$ cat src/video_sync_pkg.sv
// Shared constants and types for the video clock and sync output block
package video_sync_pkg;
  localparam int unsigned CLK_SYS_MHZ          = 100;
  localparam int unsigned REF_CLK_MHZ          = 20;
  localparam logic [7:0]  FREE_RUN_EVEN_LIMIT  = 8'h4A;
  localparam logic [7:0]  SKIP_LIMIT           = 8'h88;
  localparam logic [7:0]  SHRINK_BASE          = 8'h49;
  localparam logic [7:0]  SHRINK_GONE          = 8'h89;
  localparam logic [2:0]  SKIP_SLOT            = 3'h7;
  localparam logic [11:0] LINE_PERIOD_DEFAULT  = 12'h06B4;
  localparam logic [7:0]  HSYNC_WIDTH_DEFAULT  = 8'h40;
  localparam logic [7:0]  CVBS_RESET           = 8'h00;
  localparam int unsigned AUX_WORDS            = 4;

  typedef enum logic [1:0] {
    AUX_FIELD,
    AUX_FREQ,
    AUX_PHASE,
    AUX_VIDEO
  } aux_sel_t;
endpackage : video_sync_pkg

$ cat src/video_clock_sync_outputs.sv
// Output clocks, composite data bus and sync outputs of the video digitizer
// Overview of operation
// - Select high picks internal clock, else external
// - Output double-rate line-locked pixel clock
// - Transfer clock runs at half rate
// - One 8-bit word per two fast cycles
// - Sync interval carries field, frequency, phase
// - Accept 20 MHz synthesizer reference clock
// - Drive inverted synthesizer reference clock
// - Locked: low line pulse after input fall
// - Locked: line falls follow the input line falls
// - No video, below 4Ah: even pulses
// - No video, above 88h: skip eighth
// - 4Ah..88h: eighth pulse shrinks per step
// - Locked: field sync falls on vsync start
// - No video: field sync held high
// - PAL burst flag valid with odd field
module video_clock_sync_outputs (
  input  wire logic        clk_sys,
  input  wire logic        sys_rst,
  input  wire logic        pixel_clock_source_select,
  input  wire logic        internal_double_rate_clock,
  input  wire logic        external_double_rate_clock_in,
  input  wire logic        ref_clock_in,
  input  wire logic        video_present,
  input  wire logic        locked,
  input  wire logic        pal_mode,
  input  wire logic        line_sync_in_n,
  input  wire logic        field_sync_in_n,
  input  wire logic        odd_field,
  input  wire logic        burst_on_line_310,
  input  wire logic [7:0]  video_sample,
  input  wire logic [7:0]  subcarrier_freq,
  input  wire logic [7:0]  subcarrier_phase,
  input  wire logic [7:0]  phase_error_setting,
  input  wire logic [11:0] free_run_line_period,
  output logic             double_rate_pixel_clock,
  output logic             half_rate_transfer_clock,
  output logic             direct_synthesizer_clock,
  output logic             ref_clock_inv_out,
  output logic [7:0]       composite_video_bus,
  output logic [1:0]       field_identifier,
  output logic             line_sync_out,
  output logic             field_sync_out
);
  typedef struct packed {
    // Clock path
    logic       sel_clk;
    logic       sel_clk_d1;
    logic       half;
    logic       ref_clk;
    logic       ref_inv;
    // Bus path
    logic [7:0] bus;
    logic [1:0] fid;
    // Sync path
    logic       hs_in_d1;
    logic       vs_in_d1;
    logic       in_sync;
    logic       hs_out;
    logic       vs_out;
    logic       vs_seen;
    logic [7:0] hs_cnt;
    video_sync_pkg::aux_sel_t aux;
  } state_t;

  state_t s_q;
  state_t s_d;
  logic   fast_rise;
  logic   free_hs_n;

  // Falling edge of an active-low input against its registered copy
  function automatic logic fell_edge(input logic prev, input logic now);
    fell_edge = prev && !now;
  endfunction : fell_edge

  // Word shown on the bus for each slot of the sync interval
  function automatic logic [7:0] aux_word(
    input video_sync_pkg::aux_sel_t sel,
    input logic [1:0]               fid,
    input logic [7:0]               freq,
    input logic [7:0]               phase,
    input logic [7:0]               sample
  );
    unique case (sel)
      video_sync_pkg::AUX_FIELD: aux_word = {6'h00, fid};
      video_sync_pkg::AUX_FREQ:  aux_word = freq;
      video_sync_pkg::AUX_PHASE: aux_word = phase;
      video_sync_pkg::AUX_VIDEO: aux_word = sample;
    endcase
  endfunction : aux_word

  // Selector for the double-rate clock source
  function automatic logic pick_clock(input logic sel, input logic int_clk, input logic ext_clk);
    if (sel) begin
      pick_clock = int_clk;
    end else begin
      pick_clock = ext_clk;
    end
  endfunction : pick_clock

  // Rising edge of the selected double-rate clock as seen on clk_sys
  assign fast_rise = s_q.sel_clk && !s_q.sel_clk_d1;

  // Free-running line sync used whenever lock is lost
  line_sync_free_run u_free_run (
    .clk_sys             (clk_sys),
    .sys_rst             (sys_rst),
    .tick                (fast_rise),
    .line_period         (free_run_line_period),
    .pulse_width         (video_sync_pkg::HSYNC_WIDTH_DEFAULT),
    .phase_error_setting (phase_error_setting),
    .sync_n              (free_hs_n)
  );

  // Next state for the whole block
  always_comb begin
    logic hs_fall;
    logic vs_fall;
    hs_fall = 1'b0;
    vs_fall = 1'b0;
    s_d     = s_q;
    // Clock path: selected double-rate clock and reference copies
    s_d.sel_clk    = pick_clock(pixel_clock_source_select, internal_double_rate_clock,
                                external_double_rate_clock_in);
    s_d.sel_clk_d1 = s_q.sel_clk;
    s_d.ref_clk    = ref_clock_in;
    s_d.ref_inv    = !ref_clock_in;
    s_d.hs_in_d1   = line_sync_in_n;
    s_d.vs_in_d1   = field_sync_in_n;
    // Input sync edges against last cycle's level
    hs_fall = fell_edge(s_q.hs_in_d1, line_sync_in_n);
    vs_fall = fell_edge(s_q.vs_in_d1, field_sync_in_n);
    s_d.in_sync = !line_sync_in_n;

    // Data path: one word per two double-rate rises
    if (fast_rise) begin
      s_d.half = !s_q.half;
      // New word on the falling half so it is stable at the next rising edge
      if (s_q.half) begin
        if (s_q.in_sync && s_q.aux != video_sync_pkg::AUX_VIDEO) begin
          s_d.bus = aux_word(s_q.aux, s_q.fid, subcarrier_freq, subcarrier_phase, video_sample);
          s_d.aux = video_sync_pkg::aux_sel_t'(s_q.aux + 2'h1);
        end else begin
          s_d.bus = s_q.in_sync ? video_sync_pkg::CVBS_RESET : video_sample;
        end
      end
    end
    // Slot counter restarts whenever the sync interval ends
    if (!s_q.in_sync) begin
      s_d.aux = video_sync_pkg::AUX_FIELD;
    end

    // Field status word
    s_d.fid[0] = odd_field;
    s_d.fid[1] = pal_mode && odd_field && burst_on_line_310;

    // Sync outputs follow the input while locked, else line sync free-runs and field sync stays high
    if (video_present && locked) begin
      // Pulse width counts double-rate rises so line spacing tracks the input
      if (hs_fall) begin
        s_d.hs_out = 1'b0;
        s_d.hs_cnt = video_sync_pkg::HSYNC_WIDTH_DEFAULT;
      end else if (fast_rise && s_q.hs_cnt != 8'h00) begin
        s_d.hs_cnt = s_q.hs_cnt - 8'h01;
        s_d.hs_out = (s_q.hs_cnt == 8'h01);
      end
      // Only the first field sync fall of a blanking interval counts
      if (vs_fall && !s_q.vs_seen) begin
        s_d.vs_out  = 1'b0;
        s_d.vs_seen = 1'b1;
      end else if (field_sync_in_n && line_sync_in_n && s_q.vs_seen) begin
        s_d.vs_out  = 1'b1;
        s_d.vs_seen = 1'b0;
      end
    end else begin
      s_d.hs_out  = free_hs_n;
      s_d.hs_cnt  = 8'h00;
      s_d.vs_out  = 1'b1;
      s_d.vs_seen = 1'b0;
    end
  end

  always_ff @(posedge clk_sys or posedge sys_rst) begin
    if (sys_rst) begin
      // Reset holds both syncs high and the bus at zero
      s_q <= '{
        sel_clk:    1'b0,
        sel_clk_d1: 1'b0,
        half:       1'b0,
        ref_clk:    1'b0,
        ref_inv:    1'b1,
        bus:        video_sync_pkg::CVBS_RESET,
        fid:        2'b00,
        hs_in_d1:   1'b1,
        vs_in_d1:   1'b1,
        in_sync:    1'b0,
        hs_out:     1'b1,
        vs_out:     1'b1,
        vs_seen:    1'b0,
        hs_cnt:     8'h00,
        aux:        video_sync_pkg::AUX_FIELD
      };
    end else begin
      s_q <= s_d;
    end
  end

  // Every output is a register bit
  assign double_rate_pixel_clock  = s_q.sel_clk;
  assign half_rate_transfer_clock = s_q.half;
  assign direct_synthesizer_clock = s_q.ref_clk;
  assign ref_clock_inv_out        = s_q.ref_inv;
  assign composite_video_bus      = s_q.bus;
  assign field_identifier         = s_q.fid;
  assign line_sync_out            = s_q.hs_out;
  assign field_sync_out           = s_q.vs_out;
endmodule : video_clock_sync_outputs

$ cat src/line_sync_free_run.sv
// Free-running line sync generator with lead/lag pulse shrinking
module line_sync_free_run (
  input  wire logic        clk_sys,
  input  wire logic        sys_rst,
  input  wire logic        tick,
  input  wire logic [11:0] line_period,
  input  wire logic [7:0]  pulse_width,
  input  wire logic [7:0]  phase_error_setting,
  output logic             sync_n
);
  typedef struct packed {
    logic [11:0] cnt;
    logic [2:0]  line;
    logic        sync_n;
  } state_t;

  state_t s_q;
  state_t s_d;

  // Width of the eighth pulse for the current setting
  function automatic logic [7:0] eighth_width(input logic [7:0] w, input logic [7:0] ll);
    logic [7:0] steps;
    steps = 8'h00;
    if (ll > video_sync_pkg::SHRINK_BASE) begin
      steps = ll - video_sync_pkg::SHRINK_BASE;
    end
    if (ll >= video_sync_pkg::SHRINK_GONE || steps >= w) begin
      eighth_width = 8'h00;
    end else begin
      eighth_width = w - steps;
    end
  endfunction : eighth_width

  always_comb begin
    logic [7:0] w;
    w   = 8'h00;
    s_d = s_q;
    if (tick) begin
      if (s_q.cnt >= line_period - 12'h001) begin
        s_d.cnt  = 12'h000;
        s_d.line = s_q.line + 3'h1;
      end else begin
        s_d.cnt = s_q.cnt + 12'h001;
      end
      w = pulse_width;
      if (s_d.line == video_sync_pkg::SKIP_SLOT) begin
        w = eighth_width(pulse_width, phase_error_setting);
      end
      s_d.sync_n = !(s_d.cnt < {4'h0, w});
    end
  end

  always_ff @(posedge clk_sys or posedge sys_rst) begin
    if (sys_rst) begin
      s_q <= '{cnt: 12'h000, line: 3'h0, sync_n: 1'b1};
    end else begin
      s_q <= s_d;
    end
  end

  assign sync_n = s_q.sync_n;
endmodule : line_sync_free_run

$ cat config.mk
export PLATFORM = sky130hd
export DESIGN_NAME = video_clock_sync_outputs
export DESIGN_NICKNAME = d
export VERILOG_FILES = /design/src/video_sync_pkg.sv /design/src/video_clock_sync_outputs.sv /design/src/line_sync_free_run.sv
export SDC_FILE = /design/constraint.sdc
export NUM_CORES = 1
export LEC_CHECK = 0
export ABC_CLOCK_PERIOD_IN_PS = 3050
export BUFFER_PORTS_ARGS = -buffer_cell sky130_fd_sc_hd__buf_2
export CORE_UTILIZATION = 50
export DETAILED_ROUTE_END_ITERATION = 10
export PLACE_DENSITY = 0.89
export SKIP_LAST_GASP = 1
export SYNTH_ARGS = -nofsm -noshare
export SYNTH_HDL_FRONTEND = slang
export SYNTH_SLANG_ARGS = --single-unit
$ cat constraint.sdc
create_clock -name clk_sys -period 3.05 [get_ports clk_sys]
set_input_delay 0.305 -clock clk_sys [delete_from_list [all_inputs] [get_ports clk_sys]]
set_output_delay 0.305 -clock clk_sys [all_outputs]
set_load 0.02 [all_outputs]
==> run summary, run 1 <==
first-pass GRT wire length = 13520 µm
fin worst setup slack = -0.1530 ns
GP Congestion = 0.8457
fin crit period = 3.203 ns
required time worst endpoint = 3.28 ns
antenna viol nets, final = 0
Worst IR Drop VDD = 220.5 µV
Worst Max-Slew Pin Slew = 0.9909 ns
register area share after synthesis = 33.67%
top cells by count, synth = dfrtp_1, a21oi_1, nand2_1, ha_1, nor2_1
leakage = 1.957 nW
clk_lat worst skew = 0.31 ns
final-report hold violation count = 0
total grt overflow = 0
initial core utilization = 51.75%
asr flop ratio synth = 100.0%
Yosys Warn Count = 0
Layout Cells excl Fill = 587
Synth Cell Area = 0.003516 mm²
initial antenna violation count = 0
vias in the first global route = 3161
Vias per Instance = 5.566
power per cell area = 518.4 mW/mm²
Cells after DPL = 575
DR pass1 iterations = 5
Die X = 85.86 µm
Core Region = 0.006794 mm²
run status = finished, violations left
IO Port Bufs = 72
Routed WL per cell = 14.03 µm
Core Rows = 30
Min-Delay Path Class = input pin to flop
worst slack at placement = -0.5052 ns
DP HPWL = 6283 µm
Max clock buf depth = 2
post-synth top area share = 29.18%
clock sink total = 47
# setup viols final = 1
TritonCTS clock tree = yes
Setup Skew = 0.009000 ns
ANT cells = 0
syn avg cell area = 8.681 µm²
Clock Pin Slew Worst Setup and Hold Paths = 0.10 ns
area leader, netlist = dfrtp_1
drt drc = 0
area grow syn2layout = 21.85%
number of library cell types mapped by synthesis = 56
ranking of synthesized cells by area = dfrtp_1, ha_1, a21oi_1, xnor2_1, dfstp_2
Maximum Capacitance Violations = 0
largest net degree at the start of global routing = 48
count leader, synth = dfrtp_1
Fill cells = 536
crit end category = flop
Setup CP Type = input pin to flop
share of cells above drive strength 1 = 29.74%
Max Slew Vio Count = 0
drt first-iter violations = 183
syn nets = 494
critical path data arrival time = 3.44 ns
total wire length = 8233 µm
worst relative slew slack = 33.84%
GRT Total Usage = 22.58%
CTS Buf Count = 5
failing checks = setup timing
CP startpoint kind = input pin
H-tree depth = 2
fin crit share = 105.0%
# IOs = 73
DIE AREA = 0.007371 mm²
RSZ-0062 raised after global routing = true
Max Fanout on Critical Path = 6
Cells after Synth = 405
top_reg_cell synth = dfrtp_1
via count = 3267
EDFF count, synth = 0
Clock Tree Root = clkbuf_8
Synth Register Bits = 47
Die Ht = 85.86 µm
post-layout net count = 579
Achievable Freq = 312.2 MHz
==> routing by layer <==
layer	wire length (µm)	vias to the layer above	global-route usage, %
met5	0	-	0
li1	-	1611	-
met1	3531	1530	26.38
met3	394	17	3.369
met4	160	0	8.030
met2	4147	109	41.89
==> cell usage in the layout (no fill, tap or decap), types with 9 or more instances in the layout <==
cell type	synthesis	layout
nor2b_1	9	9
buf_2	1	72
nor2_1	27	26
nand3_1	13	13
nor3_1	11	9
nand2_1	37	34
xnor2_1	19	19
buf_4	11	28
ha_1	32	32
o21ai_0	22	21
a21oi_1	37	33
inv_1	22	21
dfrtp_1	41	41
nand2b_1	10	10
==> critical path, stage by stage <==
cell      delay, ns
buf_2          0.12
nor3_4         0.20
nand2_2        0.07
or2_4          0.26
nor3b_2        0.18
xnor2_1        0.15
ha_1           0.28
a21oi_2        0.18
o21ai_2        0.10
o211ai_1       0.29
nand2_2        0.15
a21boi_2       0.19
ha_1           0.30
and4_1         0.18
a211oi_2       0.19
nand2_1        0.10
a21oi_2        0.11
o22ai_1        0.09
==> layout make-up <==
type | instances | area, µm² | area share, %
inverter | 22 | 82.58 | 1.928
clock buffer | 6 | 82.58 | 1.928
sequential | 47 | 1184 | 27.63
clock inverter | 2 | 38.79 | 0.9054
timing repair buffer | 100 | 570.5 | 13.32
multi-input combinational | 314 | 2206 | 51.49
tap | 96 | 120.1 | 2.804
==> report_power, final <==
| part | switching, mW | leakage (nW) | internal (mW) |
|---|---|---|---|
| Sequential | 0.107 | 0.601 | 0.754 |
| Clock | 0.224 | 0.0618 | 0.270 |
| Combinational | 0.486 | 1.29 | 0.379 |
==> state kept, by name, indices dropped and copies added (netlist names) <==
signal                    count
composite_video_bus           8
double_rate_pixel_clock       1
s_q                          15
half_rate_transfer_clock      1
field_sync_out                1
u_free_run.s_q               15
field_identifier              2
ref_clock_inv_out             1
direct_synthesizer_clock      1
line_sync_out                 1
u_free_run.sync_n             1
==> worst paths after layout <==
kind                                    startpoint                 to  slack [ns]  cells after the start
max                        free_run_line_period[1]  u_free_run.sync_n       -0.15                     18
min                                   ref_clock_in  ref_clock_inv_out        0.11                      2
max reg2reg                      u_free_run.s_q[4]  u_free_run.sync_n        0.05                     14
min reg2reg                double_rate_pixel_clock            s_q[29]        0.43                      0
max in group asynchronous                  sys_rst             s_q[8]        2.22                      2
min in group asynchronous                  sys_rst             s_q[0]        0.23                      2
==> metrics by stage <==
step,total power [mW],setup TNS [ns],hold slack [ns],utilization (%),instance area (µm²)
global route,2.344,-0.3874,0.1014,63.06,4284
detailed placement,1.710,-0.5052,0.4139,60.35,4100
finish,2.221,-0.1530,0.1054,63.06,4284
floorplan,1.504,-0.08399,0.3095,-,3572
CTS,2.219,-0.1097,0.1062,62.78,4265
global placement,1.660,-0.3127,0.4046,60.35,4100
==> kinds of logic after synthesis <==
family | count (synthesis) | share of synthesized area [%]
fa+ha+maj | 32 | 11.39
other cells | 1 | 0.1067
simple gates | 140 | 20.39
xor+xnor | 27 | 6.726
buf+inv | 44 | 6.121
flops | 47 | 33.67
mux | 5 | 1.530
compound gates | 109 | 20.07
==> repair_timing <==
action,4_1_cts,5_1_grt
buffers inserted,3,1
cloned,0,0
hold buffers,0,0
pin swaps,9,6
gates resized for setup,4,4
endpoints found under the hold margin,0,0
setup endpoints to repair,1,1
(Power assumes the default switching activity.)
==> run 2, diff against run 1 <==
==> constraint.sdc (replaced) <==
create_clock -name clk_sys -period 3.05 [get_ports clk_sys]
set_input_delay 0.61 -clock clk_sys [delete_from_list [all_inputs] [get_ports clk_sys]]
set_output_delay 0.61 -clock clk_sys [all_outputs]
set_load 0.02 [all_outputs]
==> run summary, run 2 (same netlist as run 1, synthesis figures left out) <==
Max Fanout on Critical Path = 6
Cells after DPL = 585
total grt overflow = 0
hold buffer count at cts = 0
total wire length = 8318 µm
# setup viols final = 1
routed length on met2 = 4151 µm
power per cell area = 508.7 mW/mm²
failing checks = setup timing
Min-Delay Path Class = input pin to flop
GP Congestion = 0.8771
Worst Max-Slew Pin Slew = 0.9893 ns
H-tree depth = 2
required time worst endpoint = 3.29 ns
Pint = 1.389 mW
Setup CP Type = input pin to flop
initial antenna violation count = 0
vias in the first global route = 3023
drt drc = 0
TNS Setup = -0.3948 ns
leakage = 2.010 nW
CTS Buf Count = 5
Core Region = 0.006794 mm²
worst path buffer plus inverter count = 1
Achievable Freq = 290.3 MHz
Vias per Instance = 5.479
DIE AREA = 0.007371 mm²
RSZ-0062 raised after global routing = true
fin worst setup slack = -0.3948 ns
Core Rows = 30
Max clock buf depth = 2
Maximum Capacitance Violations = 0
post-layout net count = 589
run status = finished, violations left
crit end category = flop
Critical-path top delay cell = a211o_1
switching part of the total power = 37.56%
initial core utilization = 51.75%
final-report hold violation count = 0
largest net degree at the start of global routing = 48
commonest non-fill, non-tap cells in the layout = buf_2, dfrtp_1, buf_4
routed length on met3 = 354 µm
via count = 3271
area grow syn2layout = 24.34%
top routing layer in use = met4
fin crit share = 112.9%
Die Ht = 85.86 µm
IO Port Bufs = 72
# IOs = 73
max incr delay on CP = 0.34 ns
worst relative slew slack = 33.95%
Routed WL per cell = 13.93 µm
Setup Skew = 0.01030 ns
Clock Tree Root = clkbuf_8
share of cells above drive strength 1 = 31.74%
fin crit period = 3.445 ns
combinational share of power = 39.3%
clock sink total = 47
DP HPWL = 6105 µm
wire length on met1 = 3650 µm
Max Slew Vio Count = 0
clk_lat worst skew = 0.32 ns
Min Hold Slack = 0.4087 ns
CP startpoint kind = input pin
drt first-iter violations = 241
Psw = 0.8354 mW
Sequential Power Share = 38.9%
worst slack at placement = -0.7176 ns
TritonCTS clock tree = yes
ANT cells = 0
GRT Total Usage = 22.24%
first-pass GRT wire length = 13170 µm
cell chain of the critical path = buf_2, nor3_4, nand2_2, or2_4, nor2_2, xnor2_1, ha_1, a21oi_2, o21a_1, o21ai_2, a211o_1, nand2_2, nand4_1, ha_1, and4_4, a211oi_2, nand2_1, a21oi_2, o22ai_1
Die X = 85.86 µm
Final Util = 64.35%
Clock Pin Slew Worst Setup and Hold Paths = 0.09 ns
DR pass1 iterations = 5
Worst IR Drop VDD = 274.7 µV
commonest non-fill, non-tap cell in the layout = buf_2
critical path data arrival time = 3.69 ns
antenna viol nets, final = 0
Layout Cells excl Fill = 597
clock group share of total power = 21.9%
crit-path leading delay family = simple AND/OR/NAND/NOR gates
==> run 2: through the flow <==
| step | cell area [µm²] | total power [mW] |
|---|---|---|
| after floorplan | 3572 | 1.504 |
| after global placement | 4175 | 1.672 |
| after detailed placement | 4175 | 1.722 |
| after CTS | 4327 | 2.203 |
| after global routing | 4372 | 2.347 |
| final | 4372 | 2.224 |
==> run 2: worst paths after layout <==
kind	cells after the start	start	endpoint	slack (ns)
min in group asynchronous	2	sys_rst	s_q[0]	0.52
max	19	free_run_line_period[0]	u_free_run.sync_n	-0.39
min reg2reg	0	double_rate_pixel_clock	s_q[29]	0.43
max reg2reg	14	u_free_run.s_q[4]	u_free_run.sync_n	0.14
min	1	line_sync_in_n	s_q[15]	0.41
max in group asynchronous	2	sys_rst	s_q[6]	1.91
==> run 2: area by class of cell <==
class	instances	area (µm²)
fill	520	2422
sequential	47	1184
multi-input combinational	314	2225
inverter	22	82.58
timing repair buffer	110	645.6
tap	96	120.1
clock inverter	3	46.29
clock buffer	5	68.82
==> run 2: power groups by stage <==
stage / sequential [mW] / clock [mW] / combinational [mW]
floorplan: 0.864 / 0 / 0.640
global placement: 0.864 / 0 / 0.808
detailed placement: 0.872 / 0 / 0.849
CTS: 0.860 / 0.488 / 0.855
global route: 0.880 / 0.511 / 0.957
finish: 0.864 / 0.487 / 0.873
==> run 2: worst register-to-register path: stages, from the launching register on <==
cell and delay [ns]:
dfrtp_1 0.35, inv_1 0.04, ha_1 0.26, nand2b_4 0.15, a2111oi_4 0.40, o21ai_2 0.12
a211o_1 0.34, nand2_2 0.13, nand4_1 0.10, ha_1 0.31, and4_4 0.19, a211oi_2 0.17
nand2_1 0.09, a21oi_2 0.10, o22ai_1 0.08
==> run 2: what timing repair did <==
| action | 4_1_cts | 5_1_grt |
|---|---|---|
| endpoints found under the setup margin | 1 | 9 |
| resized for setup | 4 | 8 |
| pin swaps | 7 | 8 |
| gates cloned | 0 | 0 |
| buffers inserted | 2 | 2 |
| endpoints found under the hold margin | 0 | 0 |
==> run 2: layer usage <==
layer,vias to the layer above,global-route usage [%]
li1,1621,-
met1,1537,27.96
met2,100,38.18
met3,13,3.850
met4,0,8.636
met5,-,0
